## src/step_fault_output_regs.svh

```systemverilog
// Register offsets, field positions, reset values and timing counts.
// Assumes inclusion by the step generator package user; definitions only.
`ifndef STEP_FAULT_OUTPUT_REGS_SVH
`define STEP_FAULT_OUTPUT_REGS_SVH

// ============================================================
// Register byte offsets
`define OFS_GLOBAL_CONFIG 8'h00
`define OFS_VELOCITY 8'h04
`define OFS_THERMAL_CFG 8'h08
`define OFS_DRIVER_CTRL 8'h0c
`define OFS_DRV_STATUS 8'h10
`define OFS_POSITION 8'h14
`define OFS_STEP_INTERVAL 8'h18
`define OFS_IRQ_STATUS 8'h1c
`define OFS_IRQ_MASK 8'h20

// ============================================================
// Field positions
`define CFG_INDEX_STEP 0
`define CFG_STALL_EN 1
`define DCTRL_ENABLE 0
`define ST_PREWARN 0
`define ST_SHUTDOWN 1
`define ST_SHORT_GND_A 2
`define ST_SHORT_GND_B 3
`define ST_SHORT_SUP_A 4
`define ST_SHORT_SUP_B 5
`define ST_OPEN_A 6
`define ST_OPEN_B 7
`define ST_STALL 8
`define ST_BRIDGE_A_ON 9
`define ST_BRIDGE_B_ON 10

// ============================================================
// Reset values and counts
`define RST_GLOBAL_CONFIG 2'h0
`define RST_THERMAL_CFG 2'h0
`define SHORT_RETRIES 2'h3
`define PHASE_BITS 24
`define IRQ_BITS 9

`endif

```

## src/step_fault_output_pkg.sv

```systemverilog
// Types shared by the step generator and diagnostics block.
// Assumes no surroundings beyond the register header.
`default_nettype none

package step_fault_output_pkg;
  typedef enum logic [1:0] {
    THERMAL_143_PW120,
    THERMAL_150_PW120,
    THERMAL_150_PW143,
    THERMAL_157_PW143
  } thermal_sel_t;
  typedef enum logic [1:0] {
    SHORT_IDLE,
    SHORT_RETRY,
    SHORT_LATCHED
  } short_state_t;
endpackage

`default_nettype wire

```

## src/step_generator_diagnostics.sv

```systemverilog
// Internal velocity step generator with driver diagnostics and protection.
// Assumes an AXI4-Lite master on aclk; analog comparators arrive as pins.
//
// The register addresses and register access over AXI4-Lite are this design's own decisions.
`timescale 1ns/100ps
`include "step_fault_output_regs.svh"
`default_nettype none

module step_generator_diagnostics
  import step_fault_output_pkg::*;
#(
  parameter int VEL_BITS = 24,
  parameter int STEP_INTERVAL_BITS = 20
) (
  input wire logic aclk,
  input wire logic aresetn,
  input wire logic clk_en,
  // AXI4-Lite slave
  input wire logic [7:0] awaddr,
  input wire logic awvalid,
  output logic awready,
  input wire logic [31:0] wdata,
  input wire logic [3:0] wstrb,
  input wire logic wvalid,
  output logic wready,
  output logic [1:0] bresp,
  output logic bvalid,
  input wire logic bready,
  input wire logic [7:0] araddr,
  input wire logic arvalid,
  output logic arready,
  output logic [31:0] rdata,
  output logic [1:0] rresp,
  output logic rvalid,
  input wire logic rready,
  // Analog sensing, asynchronous
  input wire logic [3:0] temp_above,
  input wire logic otp_thermal_150,
  input wire logic short_gnd_a,
  input wire logic short_gnd_b,
  input wire logic short_sup_a,
  input wire logic short_sup_b,
  input wire logic open_load_a,
  input wire logic open_load_b,
  input wire logic stall_detect,
  // Outputs
  output logic bridge_a_enable,
  output logic bridge_b_enable,
  output logic microstep_pulse,
  output logic microstep_dir,
  output logic fault_output,
  output logic index_output,
  output logic irq
);

  // ============================================================
  // Pin synchronisers: three stages, change counts when 2 and 3 agree
  localparam int NPIN = 12;
  logic [NPIN-1:0] pin_raw, sync1, sync2, sync3, pin_s;
  assign pin_raw = {otp_thermal_150, stall_detect, open_load_b, open_load_a,
                    short_sup_b, short_sup_a, short_gnd_b, short_gnd_a, temp_above};
  always_ff @(posedge aclk) begin
    if (!aresetn) begin
      sync1 <= '0;
      sync2 <= '0;
      sync3 <= '0;
    end else if (clk_en) begin
      sync1 <= pin_raw;
      sync2 <= sync1;
      sync3 <= sync2;
    end
  end
  generate
    for (genvar i = 0; i < NPIN; i++) begin : g_pin
      always_ff @(posedge aclk) begin
        if (!aresetn) begin
          pin_s[i] <= 1'b0;
        end else if (clk_en && sync2[i] == sync3[i]) begin
          pin_s[i] <= sync3[i];
        end
      end
    end
  endgenerate
  logic [3:0] temp_lvl;
  logic sgnd_a, sgnd_b, ssup_a, ssup_b, ol_a, ol_b, stall_s, otp150;
  assign temp_lvl = pin_s[3:0];
  assign {otp150, stall_s, ol_b, ol_a, ssup_b, ssup_a, sgnd_b, sgnd_a} = pin_s[11:4];

  // ============================================================
  // Register storage
  logic [1:0] global_config;
  logic [VEL_BITS-1:0] internal_velocity_setting;
  logic [1:0] thermal_cfg;
  logic drv_enable;
  logic [`IRQ_BITS-1:0] irq_status, irq_mask, irq_event;
  logic [9:0] microstep_position_count;
  logic [STEP_INTERVAL_BITS-1:0] step_interval_measure;
  logic [10:0] drv_status;

  // ============================================================
  // AXI4-Lite write path: address and data taken in either order
  logic aw_held, w_held, wr_fire, rd_fire;
  logic [7:0] aw_addr_q;
  logic [31:0] w_data_q;
  logic [3:0] w_strb_q;
  assign awready = !aw_held && !bvalid;
  assign wready = !w_held && !bvalid;
  assign wr_fire = aw_held && w_held && !bvalid;
  always_ff @(posedge aclk) begin
    if (!aresetn) begin
      aw_held <= 1'b0;
      w_held <= 1'b0;
      aw_addr_q <= 8'h00;
      w_data_q <= 32'h0000_0000;
      w_strb_q <= 4'h0;
      bvalid <= 1'b0;
      bresp <= 2'h0;
    end else if (clk_en) begin
      if (awvalid && awready) begin
        aw_held <= 1'b1;
        aw_addr_q <= awaddr;
      end
      if (wvalid && wready) begin
        w_held <= 1'b1;
        w_data_q <= wdata;
        w_strb_q <= wstrb;
      end
      if (wr_fire) begin
        aw_held <= 1'b0;
        w_held <= 1'b0;
        bvalid <= 1'b1;
        case (aw_addr_q)
          `OFS_GLOBAL_CONFIG, `OFS_VELOCITY, `OFS_THERMAL_CFG, `OFS_DRIVER_CTRL,
          `OFS_IRQ_STATUS, `OFS_IRQ_MASK: bresp <= 2'h0;
          default: bresp <= 2'h2;
        endcase
      end else if (bvalid && bready) begin
        bvalid <= 1'b0;
      end
    end
  end

  function automatic logic [31:0] merge(input logic [31:0] old, input logic [31:0] nw,
                                        input logic [3:0] be);
    logic [31:0] r;
    r = old;
    for (int b = 0; b < 4; b++) begin
      if (be[b]) begin
        r[8*b +: 8] = nw[8*b +: 8];
      end
    end
    return r;
  endfunction

  logic [31:0] wr_val;
  assign wr_val = merge(32'h0000_0000, w_data_q, w_strb_q);
  logic wr_global_config, wr_vel, wr_therm, wr_dctrl, wr_istat, wr_imask;
  assign wr_global_config = wr_fire && aw_addr_q == `OFS_GLOBAL_CONFIG;
  assign wr_vel = wr_fire && aw_addr_q == `OFS_VELOCITY;
  assign wr_therm = wr_fire && aw_addr_q == `OFS_THERMAL_CFG;
  assign wr_dctrl = wr_fire && aw_addr_q == `OFS_DRIVER_CTRL;
  assign wr_istat = wr_fire && aw_addr_q == `OFS_IRQ_STATUS;
  assign wr_imask = wr_fire && aw_addr_q == `OFS_IRQ_MASK;

  always_ff @(posedge aclk) begin
    if (!aresetn) begin
      global_config <= `RST_GLOBAL_CONFIG;
      internal_velocity_setting <= '0;
      drv_enable <= 1'b0;
      irq_mask <= '0;
    end else if (clk_en) begin
      if (wr_global_config) begin
        global_config <= 2'(merge({30'h0, global_config}, w_data_q, w_strb_q));
      end
      // Taken at once, no ramp between rates
      if (wr_vel) begin
        internal_velocity_setting <= VEL_BITS'(merge({{(32-VEL_BITS){1'b0}},
          internal_velocity_setting}, w_data_q, w_strb_q));
      end
      if (wr_dctrl) begin
        drv_enable <= w_data_q[`DCTRL_ENABLE];
      end
      if (wr_imask) begin
        irq_mask <= wr_val[`IRQ_BITS-1:0];
      end
    end
  end

  // ============================================================
  // Thermal selection: 157 option only by bus, 150 also by OTP strap
  always_ff @(posedge aclk) begin
    if (!aresetn) begin
      thermal_cfg <= `RST_THERMAL_CFG;
    end else if (clk_en) begin
      if (wr_therm) begin
        thermal_cfg <= w_data_q[1:0];
      end else if (otp150 && thermal_cfg == THERMAL_143_PW120) begin
        thermal_cfg <= THERMAL_150_PW120;
      end
    end
  end

  // temp_above[0..3] = above 120, 143, 150, 157
  logic pw_hot, sd_hot, thermal_shutdown_flag;
  always_comb begin
    unique case (thermal_sel_t'(thermal_cfg))
      THERMAL_143_PW120: begin
        sd_hot = temp_lvl[1];
        pw_hot = temp_lvl[0];
      end
      THERMAL_150_PW120: begin
        sd_hot = temp_lvl[2];
        pw_hot = temp_lvl[0];
      end
      THERMAL_150_PW143: begin
        sd_hot = temp_lvl[2];
        pw_hot = temp_lvl[1];
      end
      THERMAL_157_PW143: begin
        sd_hot = temp_lvl[3];
        pw_hot = temp_lvl[1];
      end
    endcase
  end
  always_ff @(posedge aclk) begin
    if (!aresetn) begin
      thermal_shutdown_flag <= 1'b0;
    end else if (clk_en) begin
      if (sd_hot) begin
        thermal_shutdown_flag <= 1'b1;
      end else if (!pw_hot) begin
        thermal_shutdown_flag <= 1'b0;
      end
    end
  end

  // ============================================================
  // Short protection per bridge: three retries then latch until re-enable
  short_state_t sst [2];
  logic [1:0] srt [2];
  logic [1:0] s_gnd, s_sup, s_flag_g, s_flag_s, s_raw;
  logic drv_enable_q;
  assign s_gnd = {sgnd_b, sgnd_a};
  assign s_sup = {ssup_b, ssup_a};
  assign s_raw = s_gnd | s_sup;
  always_ff @(posedge aclk) begin
    if (!aresetn) begin
      drv_enable_q <= 1'b0;
    end else if (clk_en) begin
      drv_enable_q <= drv_enable;
    end
  end
  generate
    for (genvar b = 0; b < 2; b++) begin : g_short
      always_ff @(posedge aclk) begin
        if (!aresetn) begin
          sst[b] <= SHORT_IDLE;
          srt[b] <= 2'h0;
          s_flag_g[b] <= 1'b0;
          s_flag_s[b] <= 1'b0;
        end else if (clk_en) begin
          unique case (sst[b])
            SHORT_IDLE: begin
              if (s_raw[b] && drv_enable) begin
                sst[b] <= SHORT_RETRY;
                srt[b] <= 2'h1;
              end
            end
            SHORT_RETRY: begin
              if (!s_raw[b]) begin
                sst[b] <= SHORT_IDLE;
              end else if (srt[b] == `SHORT_RETRIES) begin
                sst[b] <= SHORT_LATCHED;
                s_flag_g[b] <= s_gnd[b];
                s_flag_s[b] <= s_sup[b];
              end else begin
                srt[b] <= srt[b] + 2'h1;
              end
            end
            SHORT_LATCHED: begin
              // Released only by the enable rising again
              if (drv_enable && !drv_enable_q) begin
                sst[b] <= SHORT_IDLE;
                s_flag_g[b] <= 1'b0;
                s_flag_s[b] <= 1'b0;
              end
            end
            default: sst[b] <= SHORT_IDLE;
          endcase
        end
      end
    end
  endgenerate
  logic [1:0] bridge_off;
  assign bridge_off = {sst[1] == SHORT_LATCHED, sst[0] == SHORT_LATCHED};
  always_ff @(posedge aclk) begin
    if (!aresetn) begin
      bridge_a_enable <= 1'b0;
      bridge_b_enable <= 1'b0;
    end else if (clk_en) begin
      bridge_a_enable <= drv_enable && !thermal_shutdown_flag && !bridge_off[0];
      bridge_b_enable <= drv_enable && !thermal_shutdown_flag && !bridge_off[1];
    end
  end

  // ============================================================
  // Step generator: phase accumulator adds |v| per clock, carry at 2^24
  logic [VEL_BITS-1:0] vel_mag;
  logic [`PHASE_BITS:0] phase_sum;
  logic [`PHASE_BITS-1:0] phase;
  logic step_now, run;
  assign vel_mag = internal_velocity_setting[VEL_BITS-1] ?
                   VEL_BITS'(-internal_velocity_setting) : internal_velocity_setting;
  assign run = drv_enable && !thermal_shutdown_flag && bridge_off == 2'b00;
  assign phase_sum = {1'b0, phase} + (`PHASE_BITS+1)'(vel_mag);
  // 2^24 per step equals fclk/2/2^23 rate
  assign step_now = run && phase_sum[`PHASE_BITS];
  always_ff @(posedge aclk) begin
    if (!aresetn) begin
      phase <= '0;
    end else if (clk_en && run) begin
      phase <= phase_sum[`PHASE_BITS-1:0];
    end
  end
  always_ff @(posedge aclk) begin
    if (!aresetn) begin
      microstep_position_count <= 10'h000;
      microstep_pulse <= 1'b0;
      microstep_dir <= 1'b0;
    end else if (clk_en) begin
      microstep_pulse <= step_now;
      microstep_dir <= internal_velocity_setting[VEL_BITS-1];
      if (step_now) begin
        // Natural 10-bit wrap 1023 to 0
        microstep_position_count <= internal_velocity_setting[VEL_BITS-1] ?
          microstep_position_count - 10'h001 : microstep_position_count + 10'h001;
      end
    end
  end

  // Clocks per microstep; saturates, held at max when stopped
  logic [STEP_INTERVAL_BITS-1:0] interval_cnt;
  always_ff @(posedge aclk) begin
    if (!aresetn) begin
      interval_cnt <= '0;
      step_interval_measure <= '1;
    end else if (clk_en) begin
      if (step_now) begin
        step_interval_measure <= interval_cnt + 1'b1;
        interval_cnt <= '0;
      end else if (interval_cnt != '1) begin
        interval_cnt <= interval_cnt + 1'b1;
      end else begin
        step_interval_measure <= '1;
      end
    end
  end

  // ============================================================
  // Index and fault outputs
  always_ff @(posedge aclk) begin
    if (!aresetn) begin
      index_output <= 1'b0;
    end else if (clk_en) begin
      if (global_config[`CFG_INDEX_STEP]) begin
        index_output <= index_output ^ step_now;
      end else begin
        index_output <= microstep_position_count == 10'h000;
      end
    end
  end
  always_ff @(posedge aclk) begin
    if (!aresetn) begin
      fault_output <= 1'b0;
    end else if (clk_en) begin
      fault_output <= thermal_shutdown_flag || bridge_off != 2'b00 ||
                      (global_config[`CFG_STALL_EN] && stall_s);
    end
  end

  // ============================================================
  // Status, open load is informative only
  assign drv_status = {!bridge_off[1], !bridge_off[0], stall_s, ol_b, ol_a,
                       s_flag_s[1], s_flag_s[0], s_flag_g[1], s_flag_g[0],
                       thermal_shutdown_flag, pw_hot};
  assign irq_event = drv_status[`IRQ_BITS-1:0];
  always_ff @(posedge aclk) begin
    if (!aresetn) begin
      irq_status <= '0;
    end else if (clk_en) begin
      // Set wins over a simultaneous clear
      irq_status <= (irq_status & ~(wr_istat ? wr_val[`IRQ_BITS-1:0] : '0)) | irq_event;
    end
  end
  assign irq = |(irq_status & irq_mask);

  // ============================================================
  // AXI4-Lite read path
  assign arready = !rvalid;
  assign rd_fire = arvalid && arready;
  always_ff @(posedge aclk) begin
    if (!aresetn) begin
      rvalid <= 1'b0;
      rdata <= 32'h0000_0000;
      rresp <= 2'h0;
    end else if (clk_en) begin
      if (rd_fire) begin
        rvalid <= 1'b1;
        rresp <= 2'h0;
        unique case (araddr)
          `OFS_GLOBAL_CONFIG: rdata <= 32'(global_config);
          `OFS_VELOCITY: rdata <= 32'(internal_velocity_setting);
          `OFS_THERMAL_CFG: rdata <= 32'(thermal_cfg);
          `OFS_DRIVER_CTRL: rdata <= 32'(drv_enable);
          `OFS_DRV_STATUS: rdata <= 32'(drv_status);
          `OFS_POSITION: rdata <= 32'(microstep_position_count);
          `OFS_STEP_INTERVAL: rdata <= 32'(step_interval_measure);
          `OFS_IRQ_STATUS: rdata <= 32'(irq_status);
          `OFS_IRQ_MASK: rdata <= 32'(irq_mask);
          default: begin
            rdata <= 32'h0000_0000;
            rresp <= 2'h2;
          end
        endcase
      end else if (rvalid && rready) begin
        rvalid <= 1'b0;
      end
    end
  end

  // ============================================================
  // Assertions
  a_pos_wrap: assert property (@(posedge aclk) disable iff (!aresetn)
    clk_en && step_now && !microstep_dir && !internal_velocity_setting[VEL_BITS-1]
    && microstep_position_count == 10'h3ff |=> microstep_position_count == 10'h000)
    else $error("position did not wrap to zero");
  a_shutdown_hold: assert property (@(posedge aclk) disable iff (!aresetn)
    thermal_shutdown_flag && pw_hot |=> thermal_shutdown_flag)
    else $error("shutdown released above prewarn");
  a_shutdown_bridge: assert property (@(posedge aclk) disable iff (!aresetn)
    clk_en && thermal_shutdown_flag |=> !bridge_a_enable && !bridge_b_enable)
    else $error("bridge on during shutdown");
  a_short_retry: assert property (@(posedge aclk) disable iff (!aresetn)
    $rose(sst[0] == SHORT_LATCHED) |-> $past(srt[0]) == `SHORT_RETRIES)
    else $error("short latched before retries");
  a_short_only: assert property (@(posedge aclk) disable iff (!aresetn)
    clk_en && bridge_off == 2'b01 && drv_enable && !thermal_shutdown_flag
    |=> !bridge_a_enable && bridge_b_enable)
    else $error("wrong bridge switched off");
  a_short_sticky: assert property (@(posedge aclk) disable iff (!aresetn)
    s_flag_g[0] && !(drv_enable && !drv_enable_q) |=> s_flag_g[0])
    else $error("short flag lost without re-enable");
  a_index_tgl: assert property (@(posedge aclk) disable iff (!aresetn)
    clk_en && global_config[`CFG_INDEX_STEP] && step_now |=> index_output != $past(index_output))
    else $error("index did not toggle on step");
  a_fault_stall: assert property (@(posedge aclk) disable iff (!aresetn)
    clk_en && global_config[`CFG_STALL_EN] && stall_s |=> fault_output)
    else $error("stall not reported");
  a_vel_direct: assert property (@(posedge aclk) disable iff (!aresetn)
    clk_en && wr_vel && w_strb_q == 4'hf |=> internal_velocity_setting == VEL_BITS'(w_data_q))
    else $error("velocity not applied directly");
  a_default_therm: assert property (@(posedge aclk) disable iff (!aresetn)
    clk_en && thermal_cfg == THERMAL_143_PW120 && temp_lvl[1] |=> thermal_shutdown_flag)
    else $error("default thresholds wrong");
  c_step: cover property (@(posedge aclk) disable iff (!aresetn) step_now);
  c_short: cover property (@(posedge aclk) disable iff (!aresetn) bridge_off[0]);
  c_shutdown: cover property (@(posedge aclk) disable iff (!aresetn)
    $fell(thermal_shutdown_flag));
  c_irq: cover property (@(posedge aclk) disable iff (!aresetn) irq);

endmodule

`default_nettype wire

```

## config.mk

```make
export PLATFORM = sky130hd
export DESIGN_NAME = step_generator_diagnostics
export DESIGN_NICKNAME = d
export VERILOG_FILES = /design/src/step_fault_output_pkg.sv /design/src/step_generator_diagnostics.sv
export VERILOG_INCLUDE_DIRS = /design/src
export SDC_FILE = /design/constraint.sdc
export NUM_CORES = 1
export LEC_CHECK = 0
export BUFFER_PORTS_ARGS = -buffer_cell sky130_fd_sc_hd__buf_2
export CAP_MARGIN = 5
export CORE_AREA = 2 2 177 127
export DETAILED_ROUTE_END_ITERATION = 12
export DIE_AREA = 0 0 179 129
export GPL_TIMING_DRIVEN = 0
export PLACE_DENSITY = 0.8
export SLEW_MARGIN = 10
export SYNTH_ARGS = -nofsm -noshare
export SYNTH_HDL_FRONTEND = slang
export SYNTH_SLANG_ARGS = --single-unit
```

## constraint.sdc

```tcl
create_clock -name aclk -period 4.9 [get_ports aclk]
set_input_delay 0.245 -clock aclk [delete_from_list [all_inputs] [get_ports aclk]]
set_output_delay 0.245 -clock aclk [all_outputs]
set_load 0.01 [all_outputs]
```

* Word-level counts from Yosys, hierarchy flattened
Memories as Yosys holds them, arrays and structs flattened. Cells that the tools add are included.
Word-level totals: word-level logic and storage cells 330, flip-flop bits (word level) 256, RAM bits 8, memories kept 2
Operators by class: reduce and logical (&&, ||, !) cells 93, eq/ne operators 43, mux-type cells 116, $add $sub $neg 7, bitwise operators 20
Memory list:
- srt | words 2, width 2, rd ports 2, clocked after Yosys merged registers in 0, wr ports 2, RTL line step_generator_diagnostics.sv:240 | logic [1:0] srt [2];
- sst | words 2, width 2, rd ports 2, clocked after Yosys merged registers in 0, wr ports 2, RTL line step_generator_diagnostics.sv:239 | short_state_t sst [2];
Operator list (number):
- case mux 24 bit (9 select lines) | 1
- 2-to-1 mux 1 bit | 83
- 2-to-1 mux 20 bit | 4
- == test 8 x 5 -> 1 bit, second input constant | 5
- logical AND 1 bit | 38
- 2-to-1 mux 2 bit | 18
- == test 8 x 4 -> 1 bit, second input constant | 4
- AND reduction 2 bit | 15
- adder 24 x 24 -> 25 bit | 1
- 2-to-1 mux 24 bit | 1
- negation 24 bit | 1
- adder 20 x 1 -> 20 bit, second input constant | 1
- inequality test 20 bit, second input constant | 1
- bitwise AND 9 bit | 2
- nonzero test 2 bit | 9
- OR reduction 9 bit | 2
- == test 8 x 3 -> 1 bit, second input constant | 2
- == test 8 x 6 -> 1 bit, second input constant | 2
- logical NOT 8 bit | 2
- bitwise OR 1 bit | 14
- == test 1 bit | 12
- == test 2 bit, second input constant | 6
- AND reduction 3 bit | 4
- adder 10 x 1 -> 10 bit, second input constant | 1
- other kinds (22) | 50

* Depth between registers and ports, before layout
Gate-level depths: netlist of run 1.
word-level depth 12, depth in mapped cells 19

* Least setup slack after synthesis of run 1
No wires, ideal clock.
path kind register to register, start register internal_velocity_setting[8], end register interval_cnt[13], arrival 4063 ps, slack 753 ps, buffers on the path 2, required time 4816 ps, stages on the path, launching flop included 18, period minus slack after synthesis 4147 ps, cell sequence dfxtp_1 or4_1 nor4_1 nand3_1 or3_1 nand2b_1 o41ai_2 xnor2_1 ha_1 a21o_1 a21o_1 a21oi_1 o2bb2ai_1 a21o_4 or3_1 buf_6 buf_8 o31ai_4
Between the ends: cells in the longest elaborated chain, start to end 6, elaborated cells between the ends (all ways) 7, classes of those cells add/sub: 2; mux: 2; reduce/logical: 3
Ends and longest elaborated chain:
- start, declared | RTL line step_generator_diagnostics.sv:92 | logic [VEL_BITS-1:0] internal_velocity_setting;
- start signal, assigned | RTL line step_generator_diagnostics.sv:177 | internal_velocity_setting <= VEL_BITS'(merge({{(32-VEL_BITS){1'b0}},
- negation 24 bit | RTL line step_generator_diagnostics.sv:313 | VEL_BITS'(-internal_velocity_setting) : internal_velocity_setting;
- 2-to-1 mux 24 bit (*) | RTL line step_generator_diagnostics.sv:312 | assign vel_mag = internal_velocity_setting[VEL_BITS-1] ?
- adder 24 x 24 -> 25 bit (*) | RTL line step_generator_diagnostics.sv:315 | assign phase_sum = {1'b0, phase} + (`PHASE_BITS+1)'(vel_mag);
- logical AND 1 bit (*) | RTL line step_generator_diagnostics.sv:317 | assign step_now = run && phase_sum[`PHASE_BITS];
- nonzero test 2 bit (no source line)
- AND reduction 2 bit (no source line)
- end signal, assigned | RTL line step_generator_diagnostics.sv:352 | interval_cnt <= interval_cnt + 1'b1;
- end, declared | RTL line step_generator_diagnostics.sv:342 | logic [STEP_INTERVAL_BITS-1:0] interval_cnt;
Every way passes the cells marked *; elsewhere a longest branch is shown, timed or not. A chain may end at the register's enable or synchronous reset.

* Worst setup path after layout of run 1
start register internal_velocity_setting[8], end register interval_cnt[14]
Same word-level chain as after synthesis.

==> flow_metrics.py, run 1 <==
metrics = {
    "setup_path": {
        "critPathRequiredTime_ns": 5.35,
        "crit_fanout": 10,
        "start_kind": "flop",
        "endpoint_kind": "flop",
        "crit_type": "reg2reg",
        "arrival_ns": 5.20,
    },
    "grt": {
        "grt_use_total_pct": 33.6,
        "grt_overflow": 0,
        "first_global_vias": 11400,
        "antenna_found_initial": 0,
        "grt_max_degree": 16,
        "grt_pass1_wl_um": 60600,
    },
    "cts": {
        "clk_latency_ns": 0.55,
        "clkTransAtPathRegs_ns": 0.07,
        "clkSinkCount": 254,
        "cts_root_buffer": "clkbuf_16",
        "cts_max_path_buffers": 3,
        "cts_tree": "built",
        "numCtsBuffers": 25,
        "postCtsSetupBuffers": 0,
        "cts.htree.levels": 1,
    },
    "drt": {
        "viasPerCell": 6.17,
        "drtIter0Drc": 1577,
        "ant_nets": 0,
        "routedWlPerCell_um": 19.6,
        "routed_wl_um": 38900,
        "num_vias": 12200,
        "first_pass_iters": 6,
        "drc": 0,
    },
    "timing": {
        "finalHoldViolCount": 0,
        "finalClockSkew_ns": 0.0213,
        "tightest_slew_ns": 1.17,
        "tns_ns": 0,
        "fin_crit_sh_pct": 96.7,
        "slew_headroom_pct": 21.2,
        "setup_violations": 0,
        "fin_crit_ns": 4.74,
        "clock.fmax_mhz": 211,
        "finalMaxSlewViolations": 0,
    },
    "flow_run": {
        "drv_cap": 0,
    },
    "placed_design": {
        "hpwl_um": 28200,
        "portBuffers": 98,
        "place_congestion": 0.993,
        "place_area_um2": 13500,
    },
    "die": {
        "die-area_um2": 23100,
        "core-area_um2": 21300,
        "die_w_um": 179,
        "io_pins": 120,
        "start_util_pct": 59.1,
        "die_h_um": 129,
        "rows": 45,
    },
    "synthesis": {
        "netlist_area_um2": 12600,
        "yosysSeqAreaShare_pct": 40.9,
        "yosysTopAreaCell": "dfxtp_1",
        "syn_inst": 1500,
        "synth-edff-count": 8,
        "synth.top_cell.area_share_pct": 39.0,
        "async_flop_share_pct": 0,
        "avgSynthCellArea_um2": 8.41,
        "synthFlopType": "dfxtp_1",
        "yosysWarningCount": 0,
        "synth-seq-cells": 254,
        "ys_top_cells_by_area": "dfxtp_1, nand2_1, a21oi_1, nor2_1, ha_1",
        "ys_types": 83,
    },
    "worst_hold_path": {
        "hold_class": "in2reg",
    },
    "finish": {
        "final_cell_area_um2": 14800,
        "synthToLayoutAreaGrowth_pct": 17.6,
        "layout-drive-gt1-share_pct": 11.9,
        "final_common_cell": "nand2_1",
        "finalNetCount": 1796,
        "layout_common_cells": "nand2_1, dfxtp_1, a21oi_1, nor2_1, buf_2",
        "n_antenna_cell": 0,
    },
    "pwr": {
        "vdd.ir_drop.worst_v": 0.000255,
        "leakage_nw": 5.90,
        "powerDensity_nw_per_um2": 296,
    },
    "run_status": {
        "status": "finished clean",
    },
}
[routing by layer]
metal,GRT usage (%),vias up,share of wire [%]
met5,0,-,0
li1,-,5674,-
met4,11.0,0,2.8
met1,47.9,5757,43
met3,6.83,95,12
met2,51.1,710,43
[worst paths after layout]
check                                                  start                       endpoint  slack [ns]  cells past startpoint
worst max-delay path            internal_velocity_setting[8]               interval_cnt[14]        0.16                     17
worst min-delay path                                  bready                         bvalid        0.04                      4
worst max register to register  internal_velocity_setting[8]               interval_cnt[14]        0.16                     17
worst min register to register                  w_data_q[11]  internal_velocity_setting[11]        0.46                      2
[critical path, stage by stage (launching register included)]
cell       delay, ns
dfxtp_1         0.40
or4_1           0.66
nor4_2          0.25
nand3_1         0.15
or3_1           0.39
nand2b_1        0.21
o41ai_2         0.25
xnor2_1         0.18
ha_1            0.33
a21o_1          0.21
a21o_1          0.17
a21oi_1         0.22
o2bb2ai_1       0.15
a21o_4          0.25
or3_1           0.37
buf_6           0.16
buf_8           0.15
o31ai_4         0.15
[flip-flops by register name, indices dropped and copies added (netlist names), 12 cells and up]
register,cells
interval_cnt,20
sync2,12
w_data_q,24
sync3,12
sync1,12
phase,24
step_interval_measure,20
internal_velocity_setting,24
rdata,24
[Yosys cell counts (27+ instances only)]
cell type,n
ha_1,40
a21oi_1,166
nor2_1,144
xnor2_1,47
nand3_1,41
dfxtp_1,246
nand2_1,256
mux2i_1,44
o21ai_0,56
inv_1,27
clkbuf_1,71
a22oi_1,28
[cell families (layout without fill, tap and decap cells)]
logic type	Yosys count	count (layout)	synth area share [%]
AOI/OAI and AO/OA	399	399	21.0
xor gates and xnor gates	65	65	4.51
adders and majority gates	42	42	4.28
buffers and inverters	124	316	4.26
DFF	254	254	40.9
muxes	54	54	5.01
other	1	10	0.0297
and+or+nand+nor	561	561	20.0
[power by group]
group / switching (mW) / internal (mW)
registers: 0.0294 / 2.11
logic: 0.178 / 0.110
clock network: 0.876 / 1.09
total: 1.08 / 3.31
[through the flow]
stage	util (%)	instances	power, mW	hold slack, ns	setup slack (ns)
after detailed placement	63.3	1889	2.43	0.452	0.105
after CTS	69.4	1983	4.38	0.0410	0.0513
after global placement	63.2	1889	2.42	0.444	0.172
final	69.5	1983	4.39	0.0430	0.160
after global routing	69.5	1983	4.50	0.0764	-0.0243
after floorplan	-	1509	2.33	0.381	0.753
[what timing repair did]
item	CTS	global route
hold buffers	48	0
hold endpoints to repair	48	0
gates resized for setup	0	7
setup endpoints to repair	0	45
[layout make-up]
type / instances / area [µm²]
multi-input cells: 1131 / 6970
clock buffers: 32 / 703
flip-flops and latches: 254 / 5160
well taps: 282 / 353
inverters: 29 / 109
fillers: 1657 / 6500
plain buffers: 95 / 432
repair buffers: 146 / 971
clock inverters: 14 / 136
(Power assumes the default switching activity.)
==> run 2, diff against run 1 <==
--- a/config.mk
+++ b/config.mk
@@ -6,7 +6,7 @@
 export SDC_FILE = /design/constraint.sdc
 export NUM_CORES = 1
 export LEC_CHECK = 0
-export BUFFER_PORTS_ARGS = -buffer_cell sky130_fd_sc_hd__buf_2
+export BUFFER_PORTS_ARGS = -buffer_cell sky130_fd_sc_hd__buf_4
 export CAP_MARGIN = 5
 export CORE_AREA = 2 2 177 127
 export DETAILED_ROUTE_END_ITERATION = 12
==> run 2 against run 1 <==
Effect of this change: clock-buffer cell count is 3 higher; via count hardly changed; first-iteration DRC count is 13% lower; clock skew is 0.0064 ns lower; total power is 6.1% higher; clock power is 13% higher; critical path type unchanged; largest power group is now the clock network.
==> flow_metrics.py, run 2 (same netlist as run 1, synthesis figures left out) <==
metrics = {
    "run_status": {
        "status": "finished clean",
    },
    "timing": {
        "clock.fmax_mhz": 208,
        "slew_headroom_pct": 27.7,
        "worst_slack_ns": 0.0840,
        "finalClockSkew_ns": 0.0149,
        "fin_crit_sh_pct": 98.3,
        "fin_crit_ns": 4.82,
        "holdWs_ns": 0.0261,
        "setup_violations": 0,
        "tightest_slew_ns": 1.07,
        "tns_ns": 0,
        "finalHoldViolCount": 0,
        "finalMaxSlewViolations": 0,
    },
    "setup_path": {
        "slowest_stage": "or4_1",
        "startpoint": "internal_velocity_setting[8]",
        "cp_cell_sequence": "or4_1 > nor4_2 > nand3_1 > or3_1 > nand2b_1 > o21ai_0 > xnor2_1 > ha_1 > nand2_1 > o21ai_0 > a21oi_1 > a21bo_1 > buf_2 > mux2i_1 > nor2_1",
        "r2r-start": "internal_velocity_setting[8]",
        "rr_worst_depth": 15,
        "start_kind": "flop",
        "endpoint": "microstep_position_count[3]",
        "r2r_end": "microstep_position_count[3]",
        "cpMostUsedCell": "o21ai_0",
        "ff2ff_setup_slack_ns": 0.08,
        "crit_fanout": 10,
        "endpoint_kind": "flop",
        "crit_type": "reg2reg",
        "arrival_ns": 5.20,
        "critPathRequiredTime_ns": 5.28,
        "max_stage_delay_ns": 0.64,
    },
    "grt": {
        "grt_max_degree": 16,
        "grt_overflow": 0,
        "first_global_vias": 11400,
        "grt_use_total_pct": 33.7,
        "grt_pass1_wl_um": 60600,
        "antenna_found_initial": 0,
    },
    "worst_hold_path": {
        "hold_class": "in2reg",
    },
    "finish": {
        "final_common_cell": "nand2_1",
        "synthToLayoutAreaGrowth_pct": 20.5,
        "layout-drive-gt1-share_pct": 12.1,
        "finalNetCount": 1795,
        "n_antenna_cell": 0,
        "layout_common_cells": "nand2_1, dfxtp_1, a21oi_1, nor2_1, buf_4",
    },
    "cts": {
        "cts_root_buffer": "clkbuf_16",
        "cts.htree.levels": 1,
        "cts_max_path_buffers": 3,
        "clkTransAtPathRegs_ns": 0.07,
        "cts_tree": "built",
        "numCtsBuffers": 26,
        "clk_latency_ns": 0.54,
        "postCtsSetupBuffers": 0,
        "clkSinkCount": 254,
    },
    "pwr": {
        "leakage_nw": 6.05,
        "vdd.ir_drop.worst_v": 0.000222,
        "powerDensity_nw_per_um2": 306,
        "power.total_mw": 4.66,
    },
    "drt": {
        "drtIter0Drc": 1367,
        "routedWlPerCell_um": 19.7,
        "num_vias": 12200,
        "drc": 0,
        "first_pass_iters": 7,
        "routed_wl_um": 39000,
        "viasPerCell": 6.17,
        "ant_nets": 0,
    },
    "placed_design": {
        "place_congestion": 0.984,
        "place_ws_ns": 0.190,
        "portBuffers": 98,
        "hpwl_um": 28200,
    },
    "die": {
        "core-area_um2": 21300,
        "die_w_um": 179,
        "die-area_um2": 23100,
        "io_pins": 120,
        "die_h_um": 129,
        "start_util_pct": 59.1,
        "rows": 45,
    },
    "flow_run": {
        "drv_cap": 0,
    },
}
[run 2: changes by cell type in the layout (fill, tap and decap cells not counted), moves of 2 or more]
cell / change
bufinv_16: +4
buf_2: -98
dlygate4sd3_1: -2
buf_4: +98
clkbuf_8: +3
clkbuf_1: -2
clkinvlp_4: -5
[run 2: worst max-delay path: cells and delay by family, from the launching register on]
family	cells	cell delay, ns
AND/OR/NAND/NOR	7	1.91
multiplexers	1	0.26
adder cells (fa/ha/maj)	1	0.38
flip-flops	1	0.41
XOR/XNOR	1	0.10
AO/OA/AOI/OAI	4	1.27
buffers and inverters	1	0.34
[run 2: stage by stage]
step | instances | area (µm²) | utilization [%]
floorplan | 1509 | 12600 | -
global placement | 1889 | 13700 | 64.4
detailed placement | 1889 | 13700 | 64.4
CTS | 1981 | 15200 | 71.1
global route | 1982 | 15200 | 71.3
finish | 1982 | 15200 | 71.3
[run 2: cell type report]
type | count | area, µm²
clock inverter | 12 | 203
fill | 1653 | 6130
buffer | 95 | 433
sequential | 254 | 5160
inverter | 29 | 109
multi-input combinational | 1131 | 6980
timing repair buffer | 144 | 1200
clock buffer | 35 | 766
tap | 282 | 353
[run 2: worst min path at each step]
stage / start / endpoint / depth (start not counted)
final: wstrb[1] / w_strb_q[1] / 3
after global routing: rready / rvalid / 4
after CTS: short_gnd_b / sync1[5] / 3
after detailed placement: w_data_q[17] / w_data_q[17] / 2
after global placement: phase[10] / phase[10] / 2
after floorplan: wdata[10] / w_data_q[10] / 2
[run 2: layer usage]
layer	vias to the layer above	global-route usage, %	share of wire [%]
met5	-	0	0
met4	0	9.90	2.6
met3	89	8.07	11
met2	653	51.3	43
met1	5822	47.7	43
li1	5667	-	-
[run 2: timing repair]
action	in CTS	in global routing
endpoints found under the hold margin	45	1
gates resized for setup	0	9
hold buffers	45	1
setup endpoints to repair	0	41
[run 2: power breakdown]
group          internal (mW)  leakage [nW]  total, mW  switching [mW]
combinational          0.124          3.50      0.304           0.180
sequential              2.11          2.07       2.14          0.0302
clock                   1.36         0.476       2.21           0.852
